### src/hw/fssr_pkg.sv
// Package: register map, field layout, modes and timing constants of the fan speed register bank
package fssr_pkg;
  // Command codes of the twelve registers
  localparam logic [7:0] CMD_SPEED  = 8'h00;
  localparam logic [7:0] CMD_CONFIG = 8'h02;
  localparam logic [7:0] CMD_PINDEF = 8'h04;
  localparam logic [7:0] CMD_DRIVE  = 8'h06;
  localparam logic [7:0] CMD_FLTEN  = 8'h08;
  localparam logic [7:0] CMD_FLTST  = 8'h0A;
  localparam logic [7:0] CMD_CNT0   = 8'h0C;
  localparam logic [7:0] CMD_CNT1   = 8'h0E;
  localparam logic [7:0] CMD_CNT2   = 8'h10;
  localparam logic [7:0] CMD_CNT3   = 8'h12;
  localparam logic [7:0] CMD_PINST  = 8'h14;
  localparam logic [7:0] CMD_WINDOW = 8'h16;
  // Reset values
  localparam logic [7:0] RST_SPEED  = 8'h00;
  localparam logic [7:0] RST_CONFIG = 8'h0A;
  localparam logic [7:0] RST_PINDEF = 8'hFF;
  localparam logic [7:0] RST_DRIVE  = 8'h00;
  localparam logic [7:0] RST_FLTEN  = 8'h00;
  localparam logic [7:0] RST_ZERO   = 8'h00;
  localparam logic [7:0] RST_WINDOW = 8'h02;
  localparam logic [7:0] RST_CMDPTR = 8'h00;
  localparam logic [7:0] DRIVE_MAX  = 8'hFF;
  // Configuration fields
  typedef struct packed {
    logic [1:0] rsvd;
    logic [1:0] mode;
    logic       fan_voltage_select;
    logic [2:0] prescale_code;
  } fssr_cfg_s;
  localparam logic [1:0] MODE_FULL_ON = 2'h0;
  localparam logic [1:0] MODE_OFF     = 2'h1;
  localparam logic [1:0] MODE_CLOSED  = 2'h2;
  localparam logic [1:0] MODE_OPEN    = 2'h3;
  localparam logic [2:0] PRESCALE_MAX = 3'h4;
  // Pin function codes, two bits per pin on pins 0 to 2, one bit each on pins 3 and 4
  localparam logic [1:0] PIN_EXTCLK   = 2'h0;
  localparam logic [1:0] PIN_SPECIAL  = 2'h1;
  localparam logic [1:0] PIN_LOW      = 2'h2;
  localparam int         PIN_FULL_ON  = 1;
  localparam int         PIN_CLKSYNC  = 2;
  localparam int         PINS         = 5;
  localparam int         TACHS        = 4;
  // Timing
  localparam int CLK_FREQ_HZ        = 10_000_000;
  localparam int OSC_FREQ_HZ        = 254_000;
  localparam int OSC_DIV            = CLK_FREQ_HZ / OSC_FREQ_HZ;
  localparam int REF_SHIFT          = 7;
  localparam int MIN_TACH_PERIOD_US = 1000;
  localparam int MIN_TACH_REF       = (MIN_TACH_PERIOD_US * (OSC_FREQ_HZ / 1000) + 999) / 1000;
  localparam int WINDOW_UNIT_MS     = 250;
  localparam int WINDOW_UNIT_CYC    = WINDOW_UNIT_MS * (CLK_FREQ_HZ / 1000);
  // Serial slave states
  typedef enum logic [3:0] {
    ST_IDLE, ST_ADDR, ST_ADDR_ACK, ST_CMD, ST_CMD_ACK, ST_WR, ST_WR_ACK, ST_RD, ST_RD_ACK
  } fssr_state_e;
endpackage

### src/hw/fssr_speed_loop.sv
// Closed-loop speed regulator: compares tachometer period with setpoint reference period
`timescale 1ns/1ps
`default_nettype none
module fssr_speed_loop
  import fssr_pkg::*;
(
  input  wire logic       clk_sys_i,
  input  wire logic       rst_i,
  input  wire logic       enable_i,
  input  wire logic       ref_tick_i,
  input  wire logic       tach_edge_i,
  input  wire logic [7:0] setpoint_code_i,
  input  wire logic [2:0] prescale_code_i,
  output logic            step_up_o,
  output logic            step_down_o
);
  localparam logic [16:0] MIN_REF = 17'(MIN_TACH_REF);
  logic [2:0]  shift_d;
  logic [16:0] target_d;
  logic [17:0] period_q;

  always_comb begin
    shift_d  = (prescale_code_i > PRESCALE_MAX) ? PRESCALE_MAX : prescale_code_i;
    target_d = (({9'h000, setpoint_code_i} + 17'h00001) << REF_SHIFT) >> shift_d;
    if (target_d < MIN_REF) begin
      target_d = MIN_REF;
    end
  end

  // Period of one tachometer pulse, i.e. half a revolution, in reference ticks
  always_ff @(posedge clk_sys_i or posedge rst_i) begin
    if (rst_i) begin
      period_q <= 18'h00000;
    end else if (tach_edge_i) begin
      period_q <= 18'h00000;
    end else if (ref_tick_i && period_q != 18'h3FFFF) begin
      period_q <= period_q + 18'h00001;
    end
  end

  // Too short a period means too fast: raise the drive code to slow the fan
  always_ff @(posedge clk_sys_i or posedge rst_i) begin
    if (rst_i) begin
      step_up_o   <= 1'b0;
      step_down_o <= 1'b0;
    end else begin
      step_up_o   <= enable_i && tach_edge_i && (period_q < {1'b0, target_d});
      step_down_o <= enable_i && tach_edge_i && (period_q > {1'b0, target_d});
    end
  end
endmodule
`default_nettype wire

### src/hw/fssr_top.sv
// Top: two-wire slave, register bank, reference clock, pin functions and pulse counters
`timescale 1ns/1ps
`default_nettype none
module fssr_top
  import fssr_pkg::*;
#(
  parameter int WINDOW_UNIT = WINDOW_UNIT_CYC
)(
  input  wire logic             clk_sys_i,
  input  wire logic             rst_i,
  input  wire logic [6:0]       slave_addr_i,
  input  wire logic             scl_i,
  input  wire logic             sda_i,
  output logic                  sda_o,
  output logic                  sda_oe_n_o,
  input  wire logic             primary_pulse_input_i,
  input  wire logic [2:0]       monitor_pulse_i,
  input  wire logic [PINS-1:0]  gpio_i,
  output logic      [PINS-1:0]  gpio_o,
  output logic      [PINS-1:0]  gpio_oe_n_o,
  output logic      [7:0]       drive_level_o,
  output logic                  fan_voltage_select_o
);
  fssr_state_e state_q;
  logic [6:0]  addr_q;
  logic        scl_q;
  logic        sda_q;
  logic        start_d;
  logic        stop_d;
  logic        rise_d;
  logic        fall_d;
  logic [7:0]  shift_q;
  logic [7:0]  tx_q;
  logic [2:0]  bit_q;
  logic        byte_done_q;
  logic        rw_q;
  logic        sda_drive_q;
  logic        mack_q;
  logic [7:0]  cmd_ptr_q;
  logic        wr_en_d;
  logic [7:0]  rd_data_d;
  logic [7:0]  speed_setpoint_q;
  fssr_cfg_s   cfg_q;
  logic [7:0]  pin_def_q;
  logic [7:0]  drive_level_q;
  logic [7:0]  fault_enable_q;
  logic [7:0]  fault_status_q;
  logic [7:0]  count_window_q;
  logic [7:0]  pin_status_q;
  logic [7:0]  count_q [TACHS];
  logic [7:0]  live_q [TACHS];
  logic [TACHS-1:0] tach_q;
  logic [TACHS-1:0] tach_edge_d;
  logic [5:0]  osc_cnt_q;
  logic        osc_tick_d;
  logic        osc_out_q;
  logic        ext_clk_q;
  logic        ext_sel_d;
  logic        ref_tick_d;
  logic        closed_d;
  logic        step_up;
  logic        step_down;
  logic        full_on_pin_d;
  logic [31:0] win_cnt_q;
  logic [31:0] win_len_d;
  logic        win_end_d;

  // Strap address sampled whenever the slave is idle
  always_ff @(posedge clk_sys_i or posedge rst_i) begin
    if (rst_i) begin
      addr_q <= 7'h00;
    end else if (state_q == ST_IDLE) begin
      addr_q <= slave_addr_i;
    end
  end

  // Bus edges and start/stop conditions
  always_ff @(posedge clk_sys_i or posedge rst_i) begin
    if (rst_i) begin
      scl_q <= 1'b1;
      sda_q <= 1'b1;
    end else begin
      scl_q <= scl_i;
      sda_q <= sda_i;
    end
  end
  assign start_d = scl_i && scl_q && sda_q && !sda_i;
  assign stop_d  = scl_i && scl_q && !sda_q && sda_i;
  assign rise_d  = scl_i && !scl_q;
  assign fall_d  = !scl_i && scl_q;

  // Serial slave sequencer
  always_ff @(posedge clk_sys_i or posedge rst_i) begin
    if (rst_i) begin
      state_q     <= ST_IDLE;
      shift_q     <= 8'h00;
      tx_q        <= 8'h00;
      bit_q       <= 3'h0;
      byte_done_q <= 1'b0;
      rw_q        <= 1'b0;
      sda_drive_q <= 1'b0;
      mack_q      <= 1'b1;
    end else if (start_d) begin
      state_q     <= ST_ADDR;
      bit_q       <= 3'h0;
      byte_done_q <= 1'b0;
      sda_drive_q <= 1'b0;
    end else if (stop_d) begin
      state_q     <= ST_IDLE;
      sda_drive_q <= 1'b0;
    end else if (rise_d) begin
      if (state_q == ST_ADDR || state_q == ST_CMD || state_q == ST_WR) begin
        shift_q <= {shift_q[6:0], sda_i};
        bit_q   <= bit_q + 3'h1;
        if (bit_q == 3'h7) begin
          byte_done_q <= 1'b1;
        end
      end else if (state_q == ST_RD_ACK) begin
        mack_q <= sda_i;
      end
    end else if (fall_d) begin
      case (state_q)
        ST_ADDR: begin
          if (byte_done_q) begin
            byte_done_q <= 1'b0;
            if (shift_q[7:1] == addr_q) begin
              rw_q        <= shift_q[0];
              sda_drive_q <= 1'b1;
              state_q     <= ST_ADDR_ACK;
            end else begin
              state_q <= ST_IDLE;
            end
          end
        end
        ST_ADDR_ACK: begin
          if (rw_q) begin
            tx_q        <= {rd_data_d[6:0], 1'b0};
            sda_drive_q <= !rd_data_d[7];
            bit_q       <= 3'h1;
            state_q     <= ST_RD;
          end else begin
            sda_drive_q <= 1'b0;
            state_q     <= ST_CMD;
          end
        end
        ST_CMD: begin
          if (byte_done_q) begin
            byte_done_q <= 1'b0;
            sda_drive_q <= 1'b1;
            state_q     <= ST_CMD_ACK;
          end
        end
        ST_CMD_ACK: begin
          sda_drive_q <= 1'b0;
          state_q     <= ST_WR;
        end
        ST_WR: begin
          if (byte_done_q) begin
            byte_done_q <= 1'b0;
            sda_drive_q <= 1'b1;
            state_q     <= ST_WR_ACK;
          end
        end
        ST_WR_ACK: begin
          sda_drive_q <= 1'b0;
          state_q     <= ST_WR;
        end
        ST_RD: begin
          if (bit_q == 3'h0) begin
            sda_drive_q <= 1'b0;
            state_q     <= ST_RD_ACK;
          end else begin
            sda_drive_q <= !tx_q[7];
            tx_q        <= {tx_q[6:0], 1'b0};
            bit_q       <= bit_q + 3'h1;
          end
        end
        ST_RD_ACK: begin
          if (mack_q) begin
            state_q <= ST_IDLE;
          end else begin
            tx_q        <= {rd_data_d[6:0], 1'b0};
            sda_drive_q <= !rd_data_d[7];
            bit_q       <= 3'h1;
            state_q     <= ST_RD;
          end
        end
        default: begin
          state_q <= ST_IDLE;
        end
      endcase
    end
  end

  assign sda_o      = 1'b0;
  assign sda_oe_n_o = !sda_drive_q;
  assign wr_en_d    = fall_d && !start_d && !stop_d && state_q == ST_WR && byte_done_q;

  // Command pointer
  always_ff @(posedge clk_sys_i or posedge rst_i) begin
    if (rst_i) begin
      cmd_ptr_q <= RST_CMDPTR;
    end else if (fall_d && !start_d && !stop_d && state_q == ST_CMD && byte_done_q) begin
      cmd_ptr_q <= shift_q;
    end
  end

  // Writable registers; read-only codes fall through untouched
  always_ff @(posedge clk_sys_i or posedge rst_i) begin
    if (rst_i) begin
      speed_setpoint_q <= RST_SPEED;
      cfg_q            <= RST_CONFIG;
      pin_def_q        <= RST_PINDEF;
      fault_enable_q   <= RST_FLTEN;
      count_window_q   <= RST_WINDOW;
    end else if (wr_en_d) begin
      if (cmd_ptr_q == CMD_SPEED) begin
        speed_setpoint_q <= shift_q;
      end else if (cmd_ptr_q == CMD_CONFIG) begin
        cfg_q <= {2'h0, shift_q[5:0]};
      end else if (cmd_ptr_q == CMD_PINDEF) begin
        pin_def_q <= shift_q;
      end else if (cmd_ptr_q == CMD_FLTEN) begin
        fault_enable_q <= shift_q;
      end else if (cmd_ptr_q == CMD_WINDOW) begin
        count_window_q <= shift_q;
      end
    end
  end

  // Drive level: host writes it, the regulator steps it in closed-loop mode
  always_ff @(posedge clk_sys_i or posedge rst_i) begin
    if (rst_i) begin
      drive_level_q <= RST_DRIVE;
    end else if (wr_en_d && cmd_ptr_q == CMD_DRIVE) begin
      drive_level_q <= shift_q;
    end else if (step_up && drive_level_q != DRIVE_MAX) begin
      drive_level_q <= drive_level_q + 8'h01;
    end else if (step_down && drive_level_q != RST_DRIVE) begin
      drive_level_q <= drive_level_q - 8'h01;
    end
  end

  // Read multiplexer
  always_comb begin
    if (cmd_ptr_q == CMD_SPEED) begin
      rd_data_d = speed_setpoint_q;
    end else if (cmd_ptr_q == CMD_CONFIG) begin
      rd_data_d = cfg_q;
    end else if (cmd_ptr_q == CMD_PINDEF) begin
      rd_data_d = pin_def_q;
    end else if (cmd_ptr_q == CMD_DRIVE) begin
      rd_data_d = drive_level_q;
    end else if (cmd_ptr_q == CMD_FLTEN) begin
      rd_data_d = fault_enable_q;
    end else if (cmd_ptr_q == CMD_FLTST) begin
      rd_data_d = fault_status_q;
    end else if (cmd_ptr_q == CMD_CNT0) begin
      rd_data_d = count_q[0];
    end else if (cmd_ptr_q == CMD_CNT1) begin
      rd_data_d = count_q[1];
    end else if (cmd_ptr_q == CMD_CNT2) begin
      rd_data_d = count_q[2];
    end else if (cmd_ptr_q == CMD_CNT3) begin
      rd_data_d = count_q[3];
    end else if (cmd_ptr_q == CMD_PINST) begin
      rd_data_d = pin_status_q;
    end else if (cmd_ptr_q == CMD_WINDOW) begin
      rd_data_d = count_window_q;
    end else begin
      rd_data_d = RST_ZERO;
    end
  end

  // Fault detection is outside this block; status stays clear
  always_ff @(posedge clk_sys_i or posedge rst_i) begin
    if (rst_i) begin
      fault_status_q <= RST_ZERO;
    end else begin
      fault_status_q <= RST_ZERO;
    end
  end

  // Pin levels seen by software
  always_ff @(posedge clk_sys_i or posedge rst_i) begin
    if (rst_i) begin
      pin_status_q <= {3'h0, {PINS{1'b1}}};
    end else begin
      pin_status_q <= {3'h0, gpio_i};
    end
  end

  // Internal oscillator as an enable pulse
  assign osc_tick_d = (osc_cnt_q == 6'(OSC_DIV - 1));
  always_ff @(posedge clk_sys_i or posedge rst_i) begin
    if (rst_i) begin
      osc_cnt_q <= 6'h00;
      osc_out_q <= 1'b0;
    end else if (osc_tick_d) begin
      osc_cnt_q <= 6'h00;
      osc_out_q <= !osc_out_q;
    end else begin
      osc_cnt_q <= osc_cnt_q + 6'h01;
    end
  end

  // External reference on the clock sync pin
  always_ff @(posedge clk_sys_i or posedge rst_i) begin
    if (rst_i) begin
      ext_clk_q <= 1'b0;
    end else begin
      ext_clk_q <= gpio_i[PIN_CLKSYNC];
    end
  end
  assign ext_sel_d  = pin_def_q[2*PIN_CLKSYNC +: 2] == PIN_EXTCLK;
  assign ref_tick_d = ext_sel_d ? (gpio_i[PIN_CLKSYNC] && !ext_clk_q) : osc_tick_d;

  // Pin drivers: open drain, low code pulls low, clock output toggles
  genvar p;
  generate
    for (p = 0; p < PINS; p++) begin : g_pin
      logic [1:0] code;
      logic       low;
      if (p < 3) begin : g_dual
        assign code = pin_def_q[2*p +: 2];
      end else begin : g_single
        assign code = {1'b1, pin_def_q[p+3]};
      end
      if (p == PIN_CLKSYNC) begin : g_clk
        assign low = (code == PIN_LOW) || (code == PIN_SPECIAL && !osc_out_q);
      end else begin : g_plain
        assign low = (code == PIN_LOW);
      end
      assign gpio_o[p]      = 1'b0;
      assign gpio_oe_n_o[p] = !low;
    end
  endgenerate

  assign full_on_pin_d = pin_def_q[2*PIN_FULL_ON +: 2] == PIN_SPECIAL && !gpio_i[PIN_FULL_ON];
  assign closed_d      = cfg_q.mode == MODE_CLOSED && !full_on_pin_d;

  // Applied drive code: low code gives full voltage across the fan
  always_ff @(posedge clk_sys_i or posedge rst_i) begin
    if (rst_i) begin
      drive_level_o        <= RST_DRIVE;
      fan_voltage_select_o <= RST_CONFIG[3];
    end else begin
      fan_voltage_select_o <= cfg_q.fan_voltage_select;
      if (full_on_pin_d || cfg_q.mode == MODE_FULL_ON) begin
        drive_level_o <= RST_DRIVE;
      end else if (cfg_q.mode == MODE_OFF) begin
        drive_level_o <= DRIVE_MAX;
      end else begin
        drive_level_o <= drive_level_q;
      end
    end
  end

  fssr_speed_loop u_loop (
    .clk_sys_i       (clk_sys_i),
    .rst_i           (rst_i),
    .enable_i        (closed_d),
    .ref_tick_i      (ref_tick_d),
    .tach_edge_i     (tach_edge_d[0]),
    .setpoint_code_i (speed_setpoint_q),
    .prescale_code_i (cfg_q.prescale_code),
    .step_up_o       (step_up),
    .step_down_o     (step_down)
  );

  // Counting window of (code+1) units
  assign win_len_d = ({24'h000000, count_window_q} + 32'h1) * 32'(WINDOW_UNIT);
  assign win_end_d = (win_cnt_q + 32'h1) >= win_len_d;
  always_ff @(posedge clk_sys_i or posedge rst_i) begin
    if (rst_i) begin
      win_cnt_q <= 32'h0;
    end else if (win_end_d) begin
      win_cnt_q <= 32'h0;
    end else begin
      win_cnt_q <= win_cnt_q + 32'h1;
    end
  end

  always_ff @(posedge clk_sys_i or posedge rst_i) begin
    if (rst_i) begin
      tach_q <= '0;
    end else begin
      tach_q <= {monitor_pulse_i, primary_pulse_input_i};
    end
  end
  assign tach_edge_d = {monitor_pulse_i, primary_pulse_input_i} & ~tach_q;

  // Pulse counters, saturating, published at each window end
  genvar t;
  generate
    for (t = 0; t < TACHS; t++) begin : g_tach
      always_ff @(posedge clk_sys_i or posedge rst_i) begin
        if (rst_i) begin
          live_q[t]  <= RST_ZERO;
          count_q[t] <= RST_ZERO;
        end else if (win_end_d) begin
          count_q[t] <= live_q[t];
          live_q[t]  <= RST_ZERO;
        end else if (tach_edge_d[t] && live_q[t] != DRIVE_MAX) begin
          live_q[t] <= live_q[t] + 8'h01;
        end
      end
    end
  endgenerate
endmodule
`default_nettype wire

### config.mk
export PLATFORM = sky130hd
export DESIGN_NAME = fssr_top
export DESIGN_NICKNAME = d
export VERILOG_FILES = /design/src/hw/fssr_pkg.sv /design/src/hw/fssr_speed_loop.sv /design/src/hw/fssr_top.sv
export SDC_FILE = /design/constraint.sdc
export NUM_CORES = 1
export LEC_CHECK = 0
export BUFFER_PORTS_ARGS = -buffer_cell sky130_fd_sc_hd__buf_2
export CAP_MARGIN = 30
export CORE_UTILIZATION = 25
export DETAILED_ROUTE_END_ITERATION = 10
export GPL_TIMING_DRIVEN = 0
export MAX_ROUTING_LAYER = met4
export PLACE_DENSITY = 0.47
export SLEW_MARGIN = 15
export SYNTH_ARGS = -nofsm -noshare
export SYNTH_HDL_FRONTEND = slang
export SYNTH_SLANG_ARGS = --single-unit
### constraint.sdc
create_clock -name clk_sys_i -period 8 [get_ports clk_sys_i]
set_input_delay 0.4 -clock clk_sys_i [delete_from_list [all_inputs] [get_ports clk_sys_i]]
set_output_delay 0.4 -clock clk_sys_i [all_outputs]
set_load 0.01 [all_outputs]
### Word level (Yosys, flattened, before mapping)

Cells that the tools add are included.
W data, S select, Z words.

| storage, ports and cells | value |
|---|---|
| register bits | 232 |
| bits in latches | 0 |
| bits in writable memories | 0 |
| ROM bits | 0 |
| input bits | 20 |
| memories | 0 |

| operators by class | value |
|---|---|
| add/subtract/negate cells | 12 |
| $mul | 1 |
| div/mod/pow operators | 0 |
| magnitude comparators | 5 |
| eq/ne operators | 52 |
| shift operators | 1 |
| muxes and demuxes | 75 |
| bitwise operators | 10 |
| reductions and logical operators | 82 |

Operators by type and width:

| cell | number |
|---|---|
| $mux W8 | 28 |
| $add A8 B1 Y8 const B | 5 |
| $ne A8 B8 Y1 const B | 5 |
| $mux W18 | 2 |
| $mux W3 | 11 |
| $add A32 B1 Y32 const B | 1 |
| $eq A8 B4 Y1 const B | 4 |
| $eq A8 B5 Y1 const B | 4 |
| $ge A32 B31 Y1 | 1 |
| $mux W32 | 1 |
| $mux W4 | 8 |
| $ne A4 B4 Y1 const B | 8 |
| $logic_and A1 B1 Y1 | 28 |
| $pmux W4 S7 | 1 |
| $mul A9 B17 Y26 const B | 1 |
| $pmux W8 S3 | 1 |
| $reduce_and A7 Y1 | 3 |
| $add A18 B1 Y18 const B | 1 |
| $add A8 B1 Y9 const B | 2 |
| $gt A18 B17 Y1 | 1 |
| $lt A18 B17 Y1 | 1 |
| $mux W1 | 18 |
| $ne A18 B18 Y1 const B | 1 |
| $lt A17 B8 Y1 const B | 1 |
| 47 further kinds | 101 |

### Depth between registers and ports, before layout

Gate-level depths: netlist of the first run.

| logic depth | value |
|---|---|
| word-level depth | 20 |
| depth in mapped cells | 30 |

### Cells and area by module

From an unflattened synthesis of the first run, not the netlist that was laid out.

| second synthesis, totals | value |
|---|---|
| cell total of the unflattened synthesis | 1,596 |
| area, all modules | 15,573.7 µm² |

Modules (own cells, without submodules):

| module | times used | cells each | area an instance (µm²) | seq. area each (µm²) |
|---|---|---|---|---|
| fssr_top | 1 | 1,334 | 13,523.0 | 5,305.1 |
| fssr_speed_loop | 1 | 262 | 2,050.7 | 500.5 |

### Worst setup path before layout of the first run

Ideal clock, no wire load.

| timing path | value |
|---|---|
| path kind | reg-to-reg |
| start | register count_window_q[1] |
| end | register count_q[0] (netlist bit) |
| setup time | 0.125 ns |
| data arrival time | 6.409 ns |
| slack | 1.466 ns |
| cell stages (with the launch flop) | 28 |
| path buffers | 1 |
| cells stage by stage | dfstp_2 > ha_1 > nand3_1 > nor2_1 > xor2_1 > ha_1 > xor2_1 > ha_1 > fa_1 > inv_1 > fa_1 > inv_1 > ha_1 > o21ai_0 > a21oi_1 > a31oi_1 > a2111oi_0 > o21ai_0 > nand2b_1 > xnor2_1 > ha_1 > nand4_1 > nor2_1 > nor4b_1 > a211oi_2 > o211ai_2 > buf_6 > mux2_4 |

| between the ends | value |
|---|---|
| longest elaborated chain between the ends | 3 |

Ends and longest elaborated chain:

| item | RTL line | source |
|---|---|---|
| start: declaration | fssr_top.sv:48 | `logic [7:0] count_window_q;` |
| start signal: assignment | fssr_top.sv:226 | `count_window_q <= shift_q;` |
| $add A8 B1 Y9 | fssr_top.sv:372 | `assign win_len_d = ({24'h000000, count_window_q} + 32'h1) * 32'(WINDOW_UNIT);` |
| $mul A9 B17 Y26 | fssr_top.sv:372 |  |
| $ge A32 B31 Y1 | fssr_top.sv:373 | `assign win_end_d = (win_cnt_q + 32'h1) >= win_len_d;` |
| end signal: indexed assignment | fssr_top.sv:402 | `count_q[t] <= live_q[t];` |
| end: declaration | fssr_top.sv:50 | `logic [7:0] count_q [TACHS];` |

No other way between the ends.
A chain may end at the register's enable or synchronous reset.

### Final worst setup path of the first run

| timing path | value |
|---|---|
| start | register count_window_q[1] |
| end | register count_q[29] (netlist bit) |

The elaborated chain is that of the path after synthesis.

==> metrics.md, run 1 <==
| Metric | Value |
|---|---|
| Clock Tree Buf Depth | 3 |
| Largest cells by area after synthesis | dfrtp_1 34%, ha_1 11%, mux2_2 4.4%, xnor2_1 4.0%, nor2_1 3.5% |
| Share of cells above drive strength 1 | 14.8% |
| Syn-to-layout area delta | 15.5% |
| Synth unique cells | between 80 and 90 |
| Most common cell in the netlist | dfrtp_1 |
| Hold/Removal Path Class | primary input to flip-flop |
| Power Internal | around 2.0 mW |
| Multi-input logic area | 9000 µm² |
| Ports | 41 |
| Leading area contributor after synthesis | dfrtp_1 |
| Min Tclk post-route | about 7.5 ns |
| Number of global-route vias before repair | roughly 12000 |
| Crit start category | flip-flop |
| Comb power frac | about 7% |
| Slowest cell on the critical path | dfstp_2 |
| Worst EP arrival | roughly 7.9 ns |
| Fillers | between 6000 and 7000 |
| Commonest cells post-synth | 211 x dfrtp_1, 144 x nor2_1, 132 x ha_1 |
| Period utilization | slightly above 90% |
| Worst-path maximum fanout | 10 |
| CTS buffer count | 28 |
| Status | completed |
| Skew final | ~0.013 ns |
| Vias per inst | roughly 4.7 |
| GPL Wtd Cong | between 0.8 and 0.9 |
| Worst-path clk slew | 0.07 ns |
| Synth Cell Area | between 15000 and 20000 µm² |
| Switching power share of the total | 25.0% |
| Delay-heaviest family, CP | adder cells |
| Wire per inst | roughly 16 µm |
| Total track usage | between 10% and 20% |
| FF+latch area | between 5000 and 6000 µm² |
| Sw Pwr | between 0.6 and 0.7 mW |
| Root buffer cell | clkbuf_16 |
| IO Port Bufs | 34 |
| Dpl hpwl | a little over 30000 µm |
| Final setup viols | 0 |
| Core area | a little over 60000 µm² |
| Worst endpoint required time | ~8.4 ns |
| Crit path largest cell delay | approximately 0.63 ns |
| # DRC | 0 |
| Clock power share | 47.9% |
| CTS tree | built |
| Actual slew at the worst max-slew pin | approximately 0.95 ns |
| Synthesized netlist cell count | roughly 1600 |
| Post-Syn Area per Cell | about 10 µm² |
| Synth Register Bits | roughly 230 |
| Slew headroom | a little under two fifths |
| Bufs and invs on worst path | 4 |
| Sequential share of power | a little under half |
| Slew Limit Fails | 0 |
| Congestion Overflow GR | 0 |
| Pleak | between 8 and 9 nW |
| Worst VDD drop | between 0.1 and 0.15 mV |
| DRT iter0 DRCs | about 740 |
| Pwr Density | 150 nW/µm² |
| WS Path Type | flip-flop to flip-flop |
| RSZ-0062 raised after global routing | false |
| Hold Vio Cnt, Final | 0 |
| Full die area | about 63000 µm² |
| Yosys warns | 0 |
| Final instance area | about 18000 µm² |
| Sequential-to-total area share from yosys stat | 37.5% |
| Hold_ws | approximately 0.070 ns |
| Post-synth ARST share | 100% |
| Die H | around 250 µm |
| CP Capture Type | flip-flop |
| Starting utilization of the core area | about a quarter |
| Latest clock arrival within the worst-skew pair | ~0.56 ns |
| Area share of the largest cell type after synthesis | roughly a third |
| Fmax | approximately 130 MHz |
| Largest net degree at the start of global routing | 93 |
| Prevailing post-synth register cell | dfrtp_1 |
| Cell Area, Placed | approximately 17000 µm² |
| Global-route wire length before repair | approximately 65000 µm |
| Initial antenna violation count | 0 |
| Via Count | 11726 |
| Drt pass-1 iters | 5 |
| Final wirelength | around 40000 µm |
| Nets | roughly 1900 |
| Die width | around 250 µm |
| ANT cells | 0 |
| Number of synthesized flops with an enable pin | 0 |
| # H-tree levels | 1 |
| Cell Rows | 90 |
| Sink Count | about 230 |
| Max-cap violations | 0 |
| Antenna-violating nets left | 0 |
==> kinds of logic (layout without fill, tap and decap cells) <==
group                      Yosys count  after routing  synth area share [%]
AOI/OAI and AO/OA                  272            272                  11.4
DFF                                231            231                  37.5
buffers and inverters              179            284                  5.02
adders and majority gates          157            157                  13.9
muxes                              110            110                  8.81
other                                1              8                0.0242
xor gates and xnor gates           125            125                  7.08
and+or+nand+nor                    509            509                  16.2
==> power groups by stage <==
stage / clock [mW] / sequential [mW] / combinational, mW
floorplan: 0 / 1.23 / 0.113
detailed placement: 0 / 1.24 / 0.184
finish: 1.28 / 1.21 / 0.185
global route: 1.37 / 1.22 / 0.206
CTS: 1.33 / 1.21 / 0.189
global placement: 0 / 1.24 / 0.176
==> flip-flops by register name, summed over array words and instances, names as in the netlist, 6 cells and up <==
name,flops
addr_q,7
drive_level_o,8
u_loop.period_q,18
shift_q,8
speed_setpoint_q,8
drive_level_q,8
count_q,32
pin_def_q,8
live_q,32
cmd_ptr_q,8
fault_enable_q,8
count_window_q,8
osc_cnt_q,6
cfg_q,6
tx_q,7
win_cnt_q,32
==> worst paths after layout <==
check                      slack [ns]  cells after the start         startpoint              endpoint
max                              0.53                     27  count_window_q[1]           count_q[29]
min                              0.07                      2    slave_addr_i[2]             addr_q[2]
max reg2reg                      0.53                     27  count_window_q[1]           count_q[29]
min reg2reg                      0.39                      0           cfg_q[3]  fan_voltage_select_o
max in group asynchronous        6.60                      4              rst_i       pin_status_q[0]
min in group asynchronous        0.51                      3              rst_i      drive_level_o[7]
==> layout by cell type (no fill, tap or decap), types with 7 or more instances in the layout <==
cell type        n
dlygate4sd3_1   12
conb_1           8
and3_1          33
ha_1           132
dfstp_2         20
clkbuf_1        45
nor2b_1         42
inv_1          110
o21a_1           7
o21ai_0         63
nand3_1         57
clkbuf_16       29
nand4_1         29
dfrtp_1        210
mux2_2          61
a211oi_1         9
buf_2           42
a21oi_1         77
nand2b_1        15
and4_1          10
and2_1           8
xor2_1          51
buf_4           10
nor3_1          24
a22oi_1         11
a21o_1          20
fa_1            25
nand2_1        115
o211ai_1         8
xnor2_1         68
buf_6            9
nor2_1         143
mux2i_1         15
mux2_4          32
==> final cells by class <==
type | instances | share of cell area (%)
Buffer | 65 | 1.96
Clock buffer | 40 | 4.46
Clock inverter | 11 | 0.644
Inverter | 114 | 2.44
Multi-Input combinational cell | 1181 | 50.3
Sequential cell | 231 | 32.5
Tap cell | 782 | 5.47
Timing Repair Buffer | 54 | 2.21
==> metal layers <==
metal	vias to the layer above	wire (µm)	GRT usage [%]
met4	0	966	3.75
met5	-	0	-
met1	5704	19400	18.2
met2	246	18200	20.6
li1	5712	-	-
met3	64	1780	1.74
==> stage by stage <==
stage / worst slack, ns / utilization [%] / total power [mW] / TNS (ns) / std cells
global placement: -1.89 / 27.4 / 1.41 / -412.65 / 2407
finish: 0.527 / 29.5 / 2.68 / 0 / 2478
floorplan: 1.30 / - / 1.34 / 0 / 1591
global route: 0.0306 / 29.5 / 2.80 / 0 / 2478
CTS: 0.0523 / 29.3 / 2.73 / 0 / 2475
detailed placement: -0.283 / 27.6 / 1.42 / -21.50 / 2412
==> repair_timing <==
action	CTS	global route
gates cloned	0	0
endpoints found under the setup margin	95	95
hold endpoints to repair	45	0
hold buffers	12	0
resized for setup	6	12
buffers inserted	0	2
pin swaps	0	1
No activity file was read; power rests on OpenSTA's default activity.
==> run 2: changes to the inputs <==
--- a/config.mk
+++ b/config.mk
@@ -9,7 +9,6 @@
 export CAP_MARGIN = 30
 export CORE_UTILIZATION = 25
 export DETAILED_ROUTE_END_ITERATION = 10
-export GPL_TIMING_DRIVEN = 0
 export MAX_ROUTING_LAYER = met4
 export PLACE_DENSITY = 0.47
 export SLEW_MARGIN = 15
==> run 2 against run 1 <==
The flow now finishes with violations (hold timing); clock power is essentially flat; design area shrank 1.5%; via count shrank 2.4%; clock skew grew 0.011 ns; clock-buffer cell count grew 3; worst setup slack gained 0.087 ns; die area is the same; sequential cell count is the same; non-clock buffer count shrank 51.
==> metrics.md, run 2 (same netlist as run 1, synthesis figures left out) <==
| Metric | Value |
|---|---|
| # DRC | 0 (unchanged) |
| Final wirelength | 38700 µm (-4.1%) |
| Sink Count | 231 (unchanged) |
| Final setup TNS | 0 ns (unchanged) |
| Starting utilization of the core area | 25.5% (unchanged) |
| Die width | 251 µm (unchanged) |
| Total track usage | 12.8% (-0.56 points) |
| Drt pass-1 iters | 5 (unchanged) |
| Nets | 1801 (-2.8%) |
| Wire per inst | 16.0 µm (-2.1%) |
| Actual slew at the worst max-slew pin | 0.980 ns (+0.0334 ns) |
| CTS tree | built |
| Fillers | 6254 (-0.57%) |
| Most frequent cells in the layout | 210 x dfrtp_1, 144 x nor2_1, 132 x ha_1 |
| Root buffer cell | clkbuf_16 |
| Min Tclk post-route | 7.39 ns (-0.0870 ns) |
| ANT cells | 0 (unchanged) |
| Max-cap violations | 0 (unchanged) |
| Worst-path clk slew | 0.06 ns (about the same) |
| RSZ-0062 raised after global routing | false |
| Share of cells above drive strength 1 | 14.1% (-0.70 points) |
| WS Path Type | flip-flop to flip-flop |
| Fmax | 135 MHz (+1.2%) |
| Hold Vio Cnt, Final | 1 (+1) |
| Syn-to-layout area delta | 13.8% |
| IO Port Bufs | 34 (unchanged) |
| Slowest cell on the critical path | dfstp_2 |
| Core area | 60700 µm² (unchanged) |
| Status | finished with violations |
| # H-tree levels | 1 (unchanged) |
| Latest clock arrival within the worst-skew pair | 0.56 ns (about the same) |
| Largest net degree at the start of global routing | 112 (+20%) |
| Clock Tree Buf Depth | 3 (unchanged) |
| Worst VDD drop | 0.144 mV (+7.7%) |
| Number of global-route vias before repair | 11494 (-1.3%) |
| Via Count | 11446 (-2.4%) |
| Antenna-violating nets left | 0 (unchanged) |
| CP Capture Type | flip-flop |
| Slew headroom | 34.1% (-2.5 points) |
| Worst endpoint required time | 8.43 ns (about the same) |
| Pwr Density | 151 nW/µm² (+0.28%) |
| Worst-path maximum fanout | 18 (+8) |
| Global-route wire length before repair | 63100 µm (-3.6%) |
| Die H | 251 µm (unchanged) |
| Congestion Overflow GR | 0 (unchanged) |
| CTS buffer count | 28 (unchanged) |
| Crit start category | flip-flop |
| Vias per inst | 4.72 (-0.34%) |
| Hold_ws | -0.00503 ns (-0.0748 ns) |
| DRT iter0 DRCs | 497 (-33%) |
| Pleak | 8.21 nW (-1.3%) |
| Ports | 41 (unchanged) |
| Full die area | 62900 µm² (unchanged) |
| Failing checks | hold timing |
| GPL Wtd Cong | 0.851 (-2.3%) |
| Period utilization | 92.3% (-1.1 points) |
| Final setup viols | 0 (unchanged) |
| Setup WS pre-CTS | 0.431 ns (+0.714 ns) |
| Crit path largest cell delay | 0.59 ns (-0.04 ns) |
| Most frequent cell on the critical path | ha_1 |
| Dpl hpwl | 28900 µm (-5.0%) |
| Hold/Removal Path Class | primary input to async pin |
| Cell Rows | 90 (unchanged) |
| Slew Limit Fails | 0 (unchanged) |
| Largest registers | count_q x32, live_q x32, win_cnt_q x32 |
| Fin worst setup slack | 0.614 ns (+0.0870 ns) |
| Initial antenna violation count | 0 (unchanged) |
| Worst EP arrival | 7.82 ns (-0.09 ns) |
| Commonest non-fill, non-tap cell in the layout | dfrtp_1 |
| Skew final | 0.0241 ns (+0.0111 ns) |
[run 2: layer usage]
layer  vias up  global-route usage, %  part of all wire [%]  wire (µm)
met5         -                      -                     0          0
met4         0                   4.29                   2.9       1130
met3        59                   1.63                   3.2       1250
met2       175                   19.5                    44      17200
met1      5587                   17.4                    50      19200
li1       5625                      -                     -          -
[run 2: worst max-delay path, delay by kind of cell (launching register included)]
kind	cells	cell delay (ns)
DFF	1	0.59
AOI/OAI and AO/OA	8	1.90
buffers and inverters	5	0.51
muxes	1	0.30
xor gates and xnor gates	2	0.62
adders and majority gates	6	2.38
and+or+nand+nor	6	0.94
[run 2: layout make-up]
cell class	instances	area, µm²	share of cell area [%]
inverter	114	435	2.47
clock inverter	8	105	0.597
clock buffer	43	807	4.58
timing repair buffer	68	528	3.00
sequential	231	5810	33.0
tap	782	978	5.56
multi-input combinational	1181	8940	50.8
[run 2: what timing repair did]
item | 4_1_cts | 5_1_grt
endpoints found under the setup margin | 0 | 93
hold endpoints to repair | 11 | 0
setup buffers | 0 | 2
resized for setup | 0 | 3
hold buffers | 10 | 0
[run 2: where the power goes]
part | internal (mW) | total [mW] | switching, mW | leakage (nW)
Clock | 0.756 | 1.26 | 0.508 | 0.448
Sequential | 1.20 | 1.26 | 0.0629 | 3.03
Combinational | 0.0550 | 0.126 | 0.0707 | 4.74
Total | 2.01 | 2.65 | 0.642 | 8.21
[run 2: final timing paths]
| check | slack (ns) | cells after the start | start | end |
|---|---|---|---|---|
| worst max-delay path | 0.61 | 28 | count_window_q[1] | count_q[20] |
| worst min-delay path | -0.005 | 2 | rst_i | drive_level_o[3] |
| worst max register to register | 0.61 | 28 | count_window_q[1] | count_q[20] |
| worst min register to register | 0.39 | 0 | cfg_q[3] | fan_voltage_select_o |
| max in group asynchronous | 6.77 | 4 | rst_i | fan_voltage_select_o |
| min in group clk_sys_i | 0.05 | 1 | primary_pulse_input_i | tach_q[0] |
[run 2: stage by stage]
stage | power, mW | utilization [%] | instance area, µm² | cells
3_3_place_gp | 1.40 | 27.2 | 16500 | 2360
5_1_grt | 2.76 | 29.0 | 17600 | 2427
3_5_place_dp | 1.40 | 27.2 | 16500 | 2362
2_1_floorplan | 1.34 | - | 15500 | 1591
6_report | 2.65 | 29.0 | 17600 | 2427
4_1_cts | 2.70 | 28.9 | 17500 | 2423
